<file path="src/hdl/dec_skip_defs.vh">
`ifndef DEC_SKIP_DEFS_VH
`define DEC_SKIP_DEFS_VH
// ----------------------------------------
// operation codes on op_in
// ----------------------------------------
`define OP_NONE 2'h0
`define OP_DEC_MEM_SKIP_ZERO 2'h1
`define OP_DEC_TO_ACC_SKIP_ZERO 2'h2
`define OP_SUB_BORROW_TO_MEM 2'h3
// ----------------------------------------
// widths and constants
// ----------------------------------------
`define DATA_W 8
`define ADDR_W 8
`define BYTE_ZERO 8'h00
`define BYTE_ONE 8'h01
`define ACC_RESET 8'h00
`define NIBBLE_ZERO 4'h0
`define BIT_LOW 1'b0
`define BIT_HIGH 1'b1
// ----------------------------------------
// bit positions
// ----------------------------------------
`define SIGN_BIT 7
`define NIBBLE_MSB 3
`define NIBBLE_CARRY 4
`define CARRY_BIT 8
`endif

</file>
<file path="src/hdl/dec_sub_alu.v">
`timescale 1ns/1ns
`include "dec_skip_defs.vh"
// ----------------------------------------
// arithmetic for decrement and subtract-with-borrow
// ----------------------------------------
module dec_sub_alu (
  input wire [7:0] mem_val_in,
  input wire [7:0] acc_val_in,
  input wire carry_in,
  output wire [7:0] dec_out,
  output wire dec_zero_out,
  output wire [7:0] sub_out,
  output wire sub_carry_out,
  output wire sub_half_carry_out,
  output wire sub_ovf_out
);
  wire [8:0] sub_full;
  wire [4:0] sub_low;

  assign dec_out = mem_val_in - `BYTE_ONE;
  assign dec_zero_out = (dec_out == `BYTE_ZERO);
  // acc + ~m + c: carry out set means no borrow
  assign sub_full = {`BIT_LOW, acc_val_in} + {`BIT_LOW, ~mem_val_in}
    + {`BYTE_ZERO, carry_in};
  assign sub_low = {`BIT_LOW, acc_val_in[`NIBBLE_MSB:0]} + {`BIT_LOW, ~mem_val_in[`NIBBLE_MSB:0]}
    + {`NIBBLE_ZERO, carry_in};
  assign sub_out = sub_full[`SIGN_BIT:0];
  assign sub_carry_out = sub_full[`CARRY_BIT];
  assign sub_half_carry_out = sub_low[`NIBBLE_CARRY];
  assign sub_ovf_out = (acc_val_in[`SIGN_BIT] != mem_val_in[`SIGN_BIT])
    && (sub_full[`SIGN_BIT] != acc_val_in[`SIGN_BIT]);
endmodule

</file>
<file path="src/hdl/decrement_skip_execution.v">
`timescale 1ns/1ns
`include "dec_skip_defs.vh"
// Contract
// - memory decrement-skip reads the byte, subtracts one, writes it back.
// - zero result discards the prefetched instruction; two machine cycles total.
// - nonzero result continues without flush; one machine cycle.
// - accumulator variant puts result in accumulator; memory untouched; same skip.
// - subtract-with-borrow takes acc minus memory minus not-carry into memory.
module decrement_skip_execution (
  input wire core_clk_in,
  input wire rst_n_in,
  input wire op_valid_in,
  input wire [1:0] op_in,
  input wire [7:0] addr_in,
  input wire [7:0] mem_rdata_in,
  input wire carry_in,
  output reg [7:0] accumulator_reg_out,
  output reg mem_we_out,
  output reg [7:0] mem_addr_out,
  output reg [7:0] mem_wdata_out,
  output reg flush_out,
  output reg busy_out,
  output reg flag_we_out,
  output reg flag_z_out,
  output reg flag_c_out,
  output reg flag_ac_out,
  output reg flag_ov_out
);
  // ----------------------------------------
  // sequencer states
  // ----------------------------------------
  localparam ST_EXEC = 1'b0;
  localparam ST_IDLE = 1'b1;

  // ----------------------------------------
  // operation decode
  // ----------------------------------------
  // shared by the sequencer and the data paths, so the op map lives in one place
  function op_dec_skip(input [1:0] op);
    case (op)
      `OP_DEC_MEM_SKIP_ZERO: op_dec_skip = `BIT_HIGH;
      `OP_DEC_TO_ACC_SKIP_ZERO: op_dec_skip = `BIT_HIGH;
      default: op_dec_skip = `BIT_LOW;
    endcase
  endfunction

  function op_mem_write(input [1:0] op);
    case (op)
      `OP_DEC_MEM_SKIP_ZERO: op_mem_write = `BIT_HIGH;
      `OP_SUB_BORROW_TO_MEM: op_mem_write = `BIT_HIGH;
      default: op_mem_write = `BIT_LOW;
    endcase
  endfunction

  function op_flag_write(input [1:0] op);
    case (op)
      `OP_SUB_BORROW_TO_MEM: op_flag_write = `BIT_HIGH;
      default: op_flag_write = `BIT_LOW;
    endcase
  endfunction

  // ----------------------------------------
  // internal signals
  // ----------------------------------------
  wire [7:0] dec_val;
  wire dec_zero;
  wire [7:0] sub_val;
  wire sub_c;
  wire sub_ac;
  wire sub_ov;
  wire take;
  wire skip_hit;
  reg state_r;
  reg state_nxt;
  reg [7:0] acc_nxt;
  reg mem_we_nxt;
  reg [7:0] mem_addr_nxt;
  reg [7:0] mem_wdata_nxt;
  reg flush_nxt;
  reg busy_nxt;
  reg flag_we_nxt;
  reg flag_z_nxt;
  reg flag_c_nxt;
  reg flag_ac_nxt;
  reg flag_ov_nxt;

  // ----------------------------------------
  // arithmetic
  // ----------------------------------------
  dec_sub_alu i_dec_sub_alu (
    .mem_val_in(mem_rdata_in),
    .acc_val_in(accumulator_reg_out),
    .carry_in(carry_in),
    .dec_out(dec_val),
    .dec_zero_out(dec_zero),
    .sub_out(sub_val),
    .sub_carry_out(sub_c),
    .sub_half_carry_out(sub_ac),
    .sub_ovf_out(sub_ov)
  );

  // ----------------------------------------
  // instruction acceptance
  // ----------------------------------------
  // the idle cycle after a skip ignores op_valid_in: the discarded slot
  // must not execute, so the fetch side sees busy_out high for it
  assign take = op_valid_in && (state_r == ST_EXEC);
  // whole-byte zero test: a zero operand wraps to all ones and does not skip
  assign skip_hit = take && op_dec_skip(op_in) && dec_zero;

  // ----------------------------------------
  // sequencer
  // ----------------------------------------
  always @* begin
    state_nxt = ST_EXEC;
    case (state_r)
      ST_EXEC: begin
        if (skip_hit) begin
          state_nxt = ST_IDLE;
        end else begin
          state_nxt = ST_EXEC;
        end
      end
      ST_IDLE: begin
        state_nxt = ST_EXEC;
      end
      default: begin
        state_nxt = ST_EXEC;
      end
    endcase
  end

  // ----------------------------------------
  // pipeline control
  // ----------------------------------------
  always @* begin
    flush_nxt = `BIT_LOW;
    busy_nxt = `BIT_LOW;
    if ((state_r == ST_EXEC) && (state_nxt == ST_IDLE)) begin
      flush_nxt = `BIT_HIGH;
      busy_nxt = `BIT_HIGH;
    end
  end

  // ----------------------------------------
  // accumulator path
  // ----------------------------------------
  always @* begin
    acc_nxt = accumulator_reg_out;
    if (take && op_dec_skip(op_in) && !op_mem_write(op_in)) begin
      acc_nxt = dec_val;
    end
  end

  // ----------------------------------------
  // write-back path
  // ----------------------------------------
  always @* begin
    mem_we_nxt = `BIT_LOW;
    mem_addr_nxt = mem_addr_out;
    mem_wdata_nxt = mem_wdata_out;
    if (take) begin
      mem_addr_nxt = addr_in;
    end
    if (take && op_mem_write(op_in)) begin
      mem_we_nxt = `BIT_HIGH;
      if (op_dec_skip(op_in)) begin
        mem_wdata_nxt = dec_val;
      end else begin
        mem_wdata_nxt = sub_val;
      end
    end
  end

  // ----------------------------------------
  // flag path
  // ----------------------------------------
  // only the subtract updates flags; the decrement forms hold them
  always @* begin
    flag_we_nxt = `BIT_LOW;
    flag_z_nxt = flag_z_out;
    flag_c_nxt = flag_c_out;
    flag_ac_nxt = flag_ac_out;
    flag_ov_nxt = flag_ov_out;
    if (take && op_flag_write(op_in)) begin
      flag_we_nxt = `BIT_HIGH;
      flag_z_nxt = (sub_val == `BYTE_ZERO);
      flag_c_nxt = sub_c;
      flag_ac_nxt = sub_ac;
      flag_ov_nxt = sub_ov;
    end
  end

  // ----------------------------------------
  // control registers
  // ----------------------------------------
  always @(posedge core_clk_in or negedge rst_n_in) begin
    if (!rst_n_in) begin
      state_r <= ST_EXEC;
      flush_out <= `BIT_LOW;
      busy_out <= `BIT_LOW;
    end else begin
      state_r <= state_nxt;
      flush_out <= flush_nxt;
      busy_out <= busy_nxt;
    end
  end

  // ----------------------------------------
  // data registers
  // ----------------------------------------
  always @(posedge core_clk_in or negedge rst_n_in) begin
    if (!rst_n_in) begin
      accumulator_reg_out <= `ACC_RESET;
      mem_we_out <= `BIT_LOW;
      mem_addr_out <= `BYTE_ZERO;
      mem_wdata_out <= `BYTE_ZERO;
    end else begin
      accumulator_reg_out <= acc_nxt;
      mem_we_out <= mem_we_nxt;
      mem_addr_out <= mem_addr_nxt;
      mem_wdata_out <= mem_wdata_nxt;
    end
  end

  // ----------------------------------------
  // flag registers
  // ----------------------------------------
  always @(posedge core_clk_in or negedge rst_n_in) begin
    if (!rst_n_in) begin
      flag_we_out <= `BIT_LOW;
      flag_z_out <= `BIT_LOW;
      flag_c_out <= `BIT_LOW;
      flag_ac_out <= `BIT_LOW;
      flag_ov_out <= `BIT_LOW;
    end else begin
      flag_we_out <= flag_we_nxt;
      flag_z_out <= flag_z_nxt;
      flag_c_out <= flag_c_nxt;
      flag_ac_out <= flag_ac_nxt;
      flag_ov_out <= flag_ov_nxt;
    end
  end
endmodule

</file>
<file path="config.mk">
export PLATFORM = sky130hd
export DESIGN_NAME = decrement_skip_execution
export DESIGN_NICKNAME = d
export VERILOG_FILES = /design/src/hdl/dec_sub_alu.v /design/src/hdl/decrement_skip_execution.v
export VERILOG_INCLUDE_DIRS = /design/src /design/src/hdl
export SDC_FILE = /design/constraint.sdc
export NUM_CORES = 1
export LEC_CHECK = 0
export CAP_MARGIN = 20
export CORE_UTILIZATION = 40
export CTS_CLUSTER_DIAMETER = 40
export DETAILED_ROUTE_END_ITERATION = 8
export DONT_BUFFER_PORTS = 1
export PLACE_DENSITY = 0.5
export SYNTH_ARGS = -nofsm -noshare
export SYNTH_HDL_FRONTEND = slang
export SYNTH_SLANG_ARGS = --single-unit
</file>
<file path="constraint.sdc">
create_clock -name core_clk_in -period 2.5 [get_ports core_clk_in]
set_input_delay 0.375 -clock core_clk_in [delete_from_list [all_inputs] [get_ports core_clk_in]]
set_output_delay 0.375 -clock core_clk_in [all_outputs]
set_load 0.01 [all_outputs]
</file>
[Yosys cells after proc, flatten, opt, wreduce, memory -nomap -nowiden]
Index checks and enable logic that the tools add are counted.
Cells by class
  muxes and demuxes: 10
  $lt $le $gt $ge: 0
  shift-type cells: 0
  add/subtract/negate cells: 5
  multipliers: 0
  reduce and logical (&&, ||, !) cells: 13
  bitwise logic cells: 3
  equal/unequal tests: 5
  divide/modulo/power cells: 0
Operator list (count)
  $logic_not A8 Y1: 2
  $add A8 B8 Y9: 1
  $add A9 B1 Y9: 1
  $logic_and A1 B1 Y1: 8
  $mux W1: 8
  $mux W8: 1
  $not A8 Y8: 1
  $sub A8 B1 Y8 const B: 1
  $add A4 B4 Y5: 1
  $add A5 B1 Y5: 1
  $eq A2 B2 Y1 const B: 2
  $not A4 Y4: 1
  $reduce_or A2 Y1: 2
  $eq A2 B1 Y1 const B: 1
  $ne A1 B1 Y1: 2
  $pmux W1 S2: 1
  $logic_not A1 Y1: 1
  $not A1 Y1: 1
Storage, ports and cells
  logic and storage cells: 47
  RAM bits: 0
  memories kept: 0
  bits in latches: 0
  bits in registers: 32
  memory bits (read-only): 0

[Longest topological paths before layout]
Gate-level depths: netlist of run 1.
  word-level depth: 9
  mapped depth: 9

[Cells and area by module]
A second synthesis of run 1 with hierarchy kept.
Unflattened totals
  cell total of the unflattened synthesis: 170
  area, all modules: 1853.0 µm²
Modules (own cells, without submodules)
  decrement_skip_execution: cells each 95, area each 1301.2 µm², instances 1
  dec_sub_alu: cells each 75, area each 551.8 µm², instances 1

[Worst setup path after synthesis of run 1]
OpenSTA, ideal clock, no wires.
  path kind: register -> register
  from: reg accumulator_reg_out[0]
  to: reg mem_wdata_out[6]
  buffers on the path: 0
  setup slack: 0.215 ns
  library setup time: 0.125 ns
  period minus slack after synthesis: 2.285 ns
  data arrival time: 2.160 ns
  cell stages (with the launch flop): 10
  required time: 2.375 ns
  cells stage by stage: dfrtp_1 inv_1 fa_1 fa_1 nand2b_1 a211oi_1 nor2b_1 xor2_1 mux2i_1 mux2_2
Between the ends
  longest elaborated chain between the ends: 3
RTL lines
  start: declaration: line decrement_skip_execution.v:17  | output reg [7:0] accumulator_reg_out,
  start signal: assignment: line decrement_skip_execution.v:214  | accumulator_reg_out <= `ACC_RESET;
  start signal: assignment: line decrement_skip_execution.v:219  | accumulator_reg_out <= acc_nxt;
  $add A8 B8 Y9: line dec_sub_alu.v:23  | assign sub_full = {`BIT_LOW, acc_val_in} + {`BIT_LOW, ~mem_val_in}
  $add A9 B1 Y9: line dec_sub_alu.v:23
  $mux W8: line decrement_skip_execution.v:167  | if (op_dec_skip(op_in)) begin
  end signal: assignment: line decrement_skip_execution.v:217  | mem_wdata_out <= `BYTE_ZERO;
  end signal: assignment: line decrement_skip_execution.v:222  | mem_wdata_out <= mem_wdata_nxt;
  end: declaration: line decrement_skip_execution.v:20  | output reg [7:0] mem_wdata_out,
No other way between the ends.
A chain may end at the register's enable or synchronous reset.

[Worst setup path after layout of run 1]
Same ends and word-level chain as after synthesis.

==> out/results.ini, run 1 <==
[synthesis]
synth_ff_type = dfrtp_1
synth_top_area_cell = dfrtp_1
netlist_top_cells_area = dfrtp_1, mux2_2, ha_1
synth.yosys.warnings = 0
synth.top_cell.area_share_pct = 42.1
ys_seq_area_share_pct = 42.1
ys_types = 42
avgSynthCellArea_sq_um = 10.2
synthArstFlopShare_pct = 100
synthCells = 181
synth_edf_count = 0
postSynthNetCount = 216
synth_seq_cells = 31
synth_area_sq_um = 1840

[clocking]
cts_setup_buffers = 0
clock_latency_ps = 290
cts_sinks = 31
ctsHtreeMaxLevel = 2
clockBufferDepth = 2
clkTransAtPathRegs_ps = 80
tritoncts = done
clockRootBuffer = clkbuf_8
cts_made_buffers = 5

[cells_and_area]
final_cell_mix = dfrtp_1, nand2_1, inv_1, mux2_2, o21ai_0
layout_commonest_cell = dfrtp_1
nets = 223
drive_gt1_share_pct = 19.0
diodes = 0
area_delta_synth_final_pct = 11.7

[sta]
period_needed_ps = 2370
timing.hold.ws_ps = 198
fmax_ghz = 0.423
rsz0062_at_grt = false
fin_crit_sh_pct = 94.6
hold_viol = 0
tns_ps = 0
clock_skew_ps = 12.1
finalSetupViolations = 0
finalMaxSlewViolations = 0
maxSlewHeadroom_pct = 64.2
tightest_slew_ps = 537
layout_setup_ws_ps = 134

[worst_setup_path]
arrival_ps = 2530
path_delay_family = adder cells
cp-start-kind = register
slowest_stage = fa_1
crit_chain = inv_1 -> fa_1 -> fa_2 -> nand2b_1 -> a211oi_2 -> nor2b_1 -> xor2_1 -> mux2i_1 -> mux2_2
cp_max_fo = 2
crit_path_max_incr_delay_ps = 410
crit_path_end_kind = register
reg2reg_setup_slack_ps = 130
critPathKind = reg2reg
critPathBufInv = 1
crit_required_ps = 2670

[route]
ant_nets = 0
drc = 0
drt-met1-wl_um = 1750
drtIter0Drc = 34
vias_per_cell = 5.35
vias = 1290
wl_met2_um = 2010
wire_per_inst_um = 17.0
dr.max_layer_used = met4
drt_wl_total_um = 4090
drtPass1Iterations = 4
route.met3.wl_um = 231

[place]
portBuffers = 0
dp_hpwl_um = 3130
post-place-ws_ps = 57.4
place_congestion = 0.817

[global_routing]
grtUsageTotal_pct = 18.0
antenna_found_initial = 0
gr-total-overflow = 0
grt_pass1_vias = 1331
grt_start_max_net_pins = 32
grt_pass1_wl_um = 6710

[die]
die_h_um = 69.9
core_sq_um = 4380
rows = 24
start_util_pct = 42.1
die_x_um = 69.9
io-pin-count = 54
dieArea_sq_um = 4890

[pwr]
power.leakage_nw = 0.941
powerDensity_nw_per_um2 = 862
ir_worst_vdd_v = 0.000381

[outcome]
status = finished, final reports clean

[run]
maxCapViolations = 0

[worst_hold_path]
hp-class = in2reg

==> sequential cells by signal, indices dropped and copies added, names as in the netlist <==
| signal | count |
|---|---|
| mem_wdata_out | 8 |
| mem_we_out | 1 |
| flag_c_out | 1 |
| accumulator_reg_out | 8 |
| flag_ov_out | 1 |
| flag_z_out | 1 |
| mem_addr_out | 8 |
| flag_ac_out | 1 |
| busy_out | 1 |
| flag_we_out | 1 |
==> through the flow <==
| step | utilization (%) | power (mW) | area (sq um) | std cells |
|---|---|---|---|---|
| after floorplan | - | 1.13 | 1840 | 181 |
| after global placement | 43.4 | 1.24 | 1900 | 231 |
| after detailed placement | 43.4 | 1.25 | 1900 | 231 |
| after CTS | 46.8 | 1.79 | 2050 | 241 |
| after global routing | 47.0 | 1.90 | 2060 | 241 |
| final | 47.0 | 1.78 | 2060 | 241 |
==> Yosys cell counts (3+ instances only) <==
cell	instances
mux2_2	14
o21ai_0	13
nand2b_1	5
nor2b_1	5
ha_1	11
nand2_1	18
nor3_1	3
dfrtp_1	31
nor2_1	9
xnor2_1	5
xor2_1	4
mux2i_1	5
inv_1	14
a21oi_1	7
==> where the power goes <==
part | total (mW) | internal, mW | switching, mW | leakage (nW)
logic | 0.516 | 0.234 | 0.282 | 0.501
clock network | 0.519 | 0.322 | 0.196 | 0.0612
registers | 0.741 | 0.609 | 0.132 | 0.379
total | 1.78 | 1.16 | 0.611 | 0.941
==> layer usage <==
metal / vias to the layer above / track usage, %
met5: - / 0
met4: 0 / 7.11
met3: 10 / 5.77
met2: 39 / 30.1
met1: 608 / 21.4
li1: 633 / -
==> repair_timing <==
item | in CTS | in global routing
endpoints found under the hold margin | 31 | 0
endpoints found under the setup margin | 0 | 2
hold buffers | 2 | 0
resized for setup | 0 | 2
==> area by class of cell <==
class	count	area [sq um]
Clock buffer	6	82.6
Fill cell	422	2320
Multi-Input combinational cell	130	992
Inverter	15	56.3
Timing Repair Buffer	5	52.6
Clock inverter	2	35.0
Sequential cell	31	776
Tap cell	52	65.1
==> logic make-up after synthesis <==
| family | Yosys count | synth area share, % |
|---|---|---|
| DFF | 31 | 42.1 |
| and+or+nand+nor | 54 | 15.7 |
| AOI/OAI and AO/OA | 33 | 10.8 |
| buffers and inverters | 20 | 4.54 |
| xor gates and xnor gates | 11 | 6.04 |
| adders and majority gates | 13 | 9.63 |
| muxes | 19 | 11.3 |
==> final timing paths <==
check                                                   startpoint                                 end  cells past startpoint
worst max-delay path            accumulator_reg_out[0]$_DFFE_PN0P_        mem_wdata_out[6]$_DFFE_PN0P_                      9
worst min-delay path                               mem_rdata_in[0]  accumulator_reg_out[0]$_DFFE_PN0P_                      1
worst max register to register  accumulator_reg_out[0]$_DFFE_PN0P_        mem_wdata_out[6]$_DFFE_PN0P_                      9
worst min register to register             flag_ov_out$_DFFE_PN0P_             flag_ov_out$_DFFE_PN0P_                      2
max in group asynchronous                                 rst_n_in        mem_wdata_out[2]$_DFFE_PN0P_                      2
min in group asynchronous                                 rst_n_in  accumulator_reg_out[2]$_DFFE_PN0P_                      2
Power figures use the tool's default switching activity.
==> inputs of run 2 (changes only) <==
- CORE_ASPECT_RATIO: not set -> 1.4
==> out/results.ini, run 2 (synthesis results as in run 1) <==
[sta]
finalMaxSlewViolations = 0  ; unchanged
maxSlewHeadroom_pct = 67.5  ; was 64.2%
tightest_slew_ps = 487  ; was 537 ps
period_needed_ps = 2350  ; was 2370 ps
rsz0062_at_grt = false  ; unchanged
finalSetupViolations = 0  ; unchanged
fmax_ghz = 0.425  ; was 0.423 GHz
hold_viol = 0  ; unchanged
clock_skew_ps = 3.25  ; was 12.1 ps
fin_crit_sh_pct = 94.1  ; was 94.6%
tns_ps = 0  ; unchanged

[die]
io-pin-count = 54  ; unchanged
rows = 28  ; was 24
dieArea_sq_um = 4890  ; about the same
core_sq_um = 4310  ; was 4380 sq um
die_h_um = 82.3  ; was 69.9 um
start_util_pct = 42.8  ; was 42.1%
die_x_um = 59.4  ; was 69.9 um

[clocking]
cts_sinks = 31  ; unchanged
clkTransAtPathRegs_ps = 70  ; was 80 ps
cts_made_buffers = 5  ; unchanged
clock_latency_ps = 280  ; was 290 ps
clockBufferDepth = 2  ; unchanged
clockRootBuffer = clkbuf_8  ; unchanged
cts_setup_buffers = 0  ; unchanged
ctsHtreeMaxLevel = 2  ; unchanged
tritoncts = done  ; unchanged

[route]
dr.max_layer_used = met4  ; unchanged
route.met3.wl_um = 207  ; was 231 um
wire_per_inst_um = 16.1  ; was 17.0 um
wl_met2_um = 2050  ; was 2010 um
drtIter0Drc = 40  ; was 34
drtPass1Iterations = 4  ; unchanged
drt-met1-wl_um = 1600  ; was 1750 um
drt_wl_total_um = 4000  ; was 4090 um
vias_per_cell = 5.31  ; was 5.35
vias = 1317  ; was 1290
ant_nets = 0  ; unchanged
drc = 0  ; unchanged

[global_routing]
grt_start_max_net_pins = 32  ; unchanged
grtUsageTotal_pct = 18.3  ; was 18.0%
grt_pass1_vias = 1422  ; was 1331
antenna_found_initial = 0  ; unchanged
gr-total-overflow = 0  ; unchanged
grt_pass1_wl_um = 6470  ; was 6710 um

[worst_setup_path]
arrival_ps = 2530  ; about the same
crit_chain = inv_1 -> fa_1 -> fa_2 -> nand2b_1 -> a211oi_1 -> nor2b_1 -> xor2_1 -> mux2i_1 -> mux2_2  ; was inv_1 -> fa_1 -> fa_2 -> nand2b_1 -> a211oi_2 -> nor2b_1 -> xor2_1 -> mux2i_1 -> mux2_2
critPathKind = reg2reg  ; unchanged
crit_required_ps = 2670  ; about the same
slowest_stage = fa_1  ; unchanged
reg2regPathDepth = 9  ; unchanged
cp_max_fo = 2  ; unchanged
cp-start-kind = register  ; unchanged
crit_path_end_kind = register  ; unchanged
crit_path_max_incr_delay_ps = 410  ; about the same

[pwr]
ir_worst_vdd_v = 0.000430  ; was 0.000381 V
power.leakage_nw = 0.926  ; was 0.941 nW
total_power_mw = 1.65  ; was 1.78 mW
powerDensity_nw_per_um2 = 813  ; was 862 nW/um^2

[outcome]
status = finished, final reports clean  ; unchanged

[cells_and_area]
drive_gt1_share_pct = 18.1  ; was 19.0%
diodes = 0  ; unchanged
final_cell_mix = dfrtp_1, nand2_1, inv_1, mux2_2, o21ai_0  ; unchanged
layout_commonest_cell = dfrtp_1  ; unchanged
top_regs = accumulator_reg_out: 8 flops, mem_addr_out: 8 flops, mem_wdata_out: 8 flops  ; unchanged
nets = 223  ; unchanged
area_delta_synth_final_pct = 10.3  ; was 11.7%

[place]
portBuffers = 0  ; unchanged
dp_hpwl_um = 3160  ; was 3130 um
place_congestion = 0.784  ; was 0.817

[worst_hold_path]
whs_path_depth = 1  ; unchanged
hp-class = in2reg  ; unchanged

[run]
maxCapViolations = 0  ; unchanged

[run 2: worst max-delay path, delay by kind of cell, from the launching register on]
family | cells | cell delay, ps
fa+ha+maj | 2 | 770
xor+xnor | 1 | 210
mux | 2 | 370
compound gates | 1 | 220
flops | 1 | 340
simple gates | 2 | 270
buf+inv | 1 | 60
[run 2: per-stage QoR]
step / util, % / instances / area [sq um] / setup slack (ps) / hold slack (ps)
floorplan: - / 181 / 1840 / 215 / 79.4
global placement: 44.4 / 239 / 1910 / 136 / 80.2
detailed placement: 44.4 / 239 / 1910 / 70.6 / 80.3
CTS: 47.2 / 248 / 2030 / 98.1 / 196
global route: 47.2 / 248 / 2030 / 29.4 / 212
finish: 47.2 / 248 / 2030 / 147 / 203
[run 2: per-layer routing]
layer	track usage, %	vias to the layer above
met2	31.1	42
met3	5.30	13
met4	10.7	0
met1	19.9	629
met5	0	-
li1	-	633
[run 2: timing repair]
item | 4_1_cts | 5_1_grt
endpoints found under the hold margin | 31 | 0
resized for setup | 0 | 1
hold buffers | 2 | 0
endpoints found under the setup margin | 0 | 2
[run 2: layout make-up]
class,instances,area (sq um)
sequential,31,776
tap,60,75.1
clock inverter,1,5.00
inverter,15,56.3
fill,437,2270
clock buffer,6,82.6
timing repair buffer,5,52.6
multi-input combinational,130,987
[run 2: path summary, 6_finish.rpt]
check | slack, ps | from | end
max | 150 | accumulator_reg_out[0]$_DFFE_PN0P_ | mem_wdata_out[6]$_DFFE_PN0P_
min | 200 | mem_rdata_in[0] | accumulator_reg_out[0]$_DFFE_PN0P_
max reg2reg | 150 | accumulator_reg_out[0]$_DFFE_PN0P_ | mem_wdata_out[6]$_DFFE_PN0P_
min reg2reg | 550 | flag_ac_out$_DFFE_PN0P_ | flag_ac_out$_DFFE_PN0P_
max in group asynchronous | 1790 | rst_n_in | mem_addr_out[1]$_DFFE_PN0P_
min in group asynchronous | 530 | rst_n_in | accumulator_reg_out[4]$_DFFE_PN0P_
[run 2: power by group]
group | switching [mW] | leakage, nW | total, mW | internal, mW
clock network | 0.185 | 0.0470 | 0.400 | 0.216
registers | 0.135 | 0.379 | 0.744 | 0.609
logic | 0.277 | 0.501 | 0.509 | 0.233
total | 0.596 | 0.926 | 1.65 | 1.06
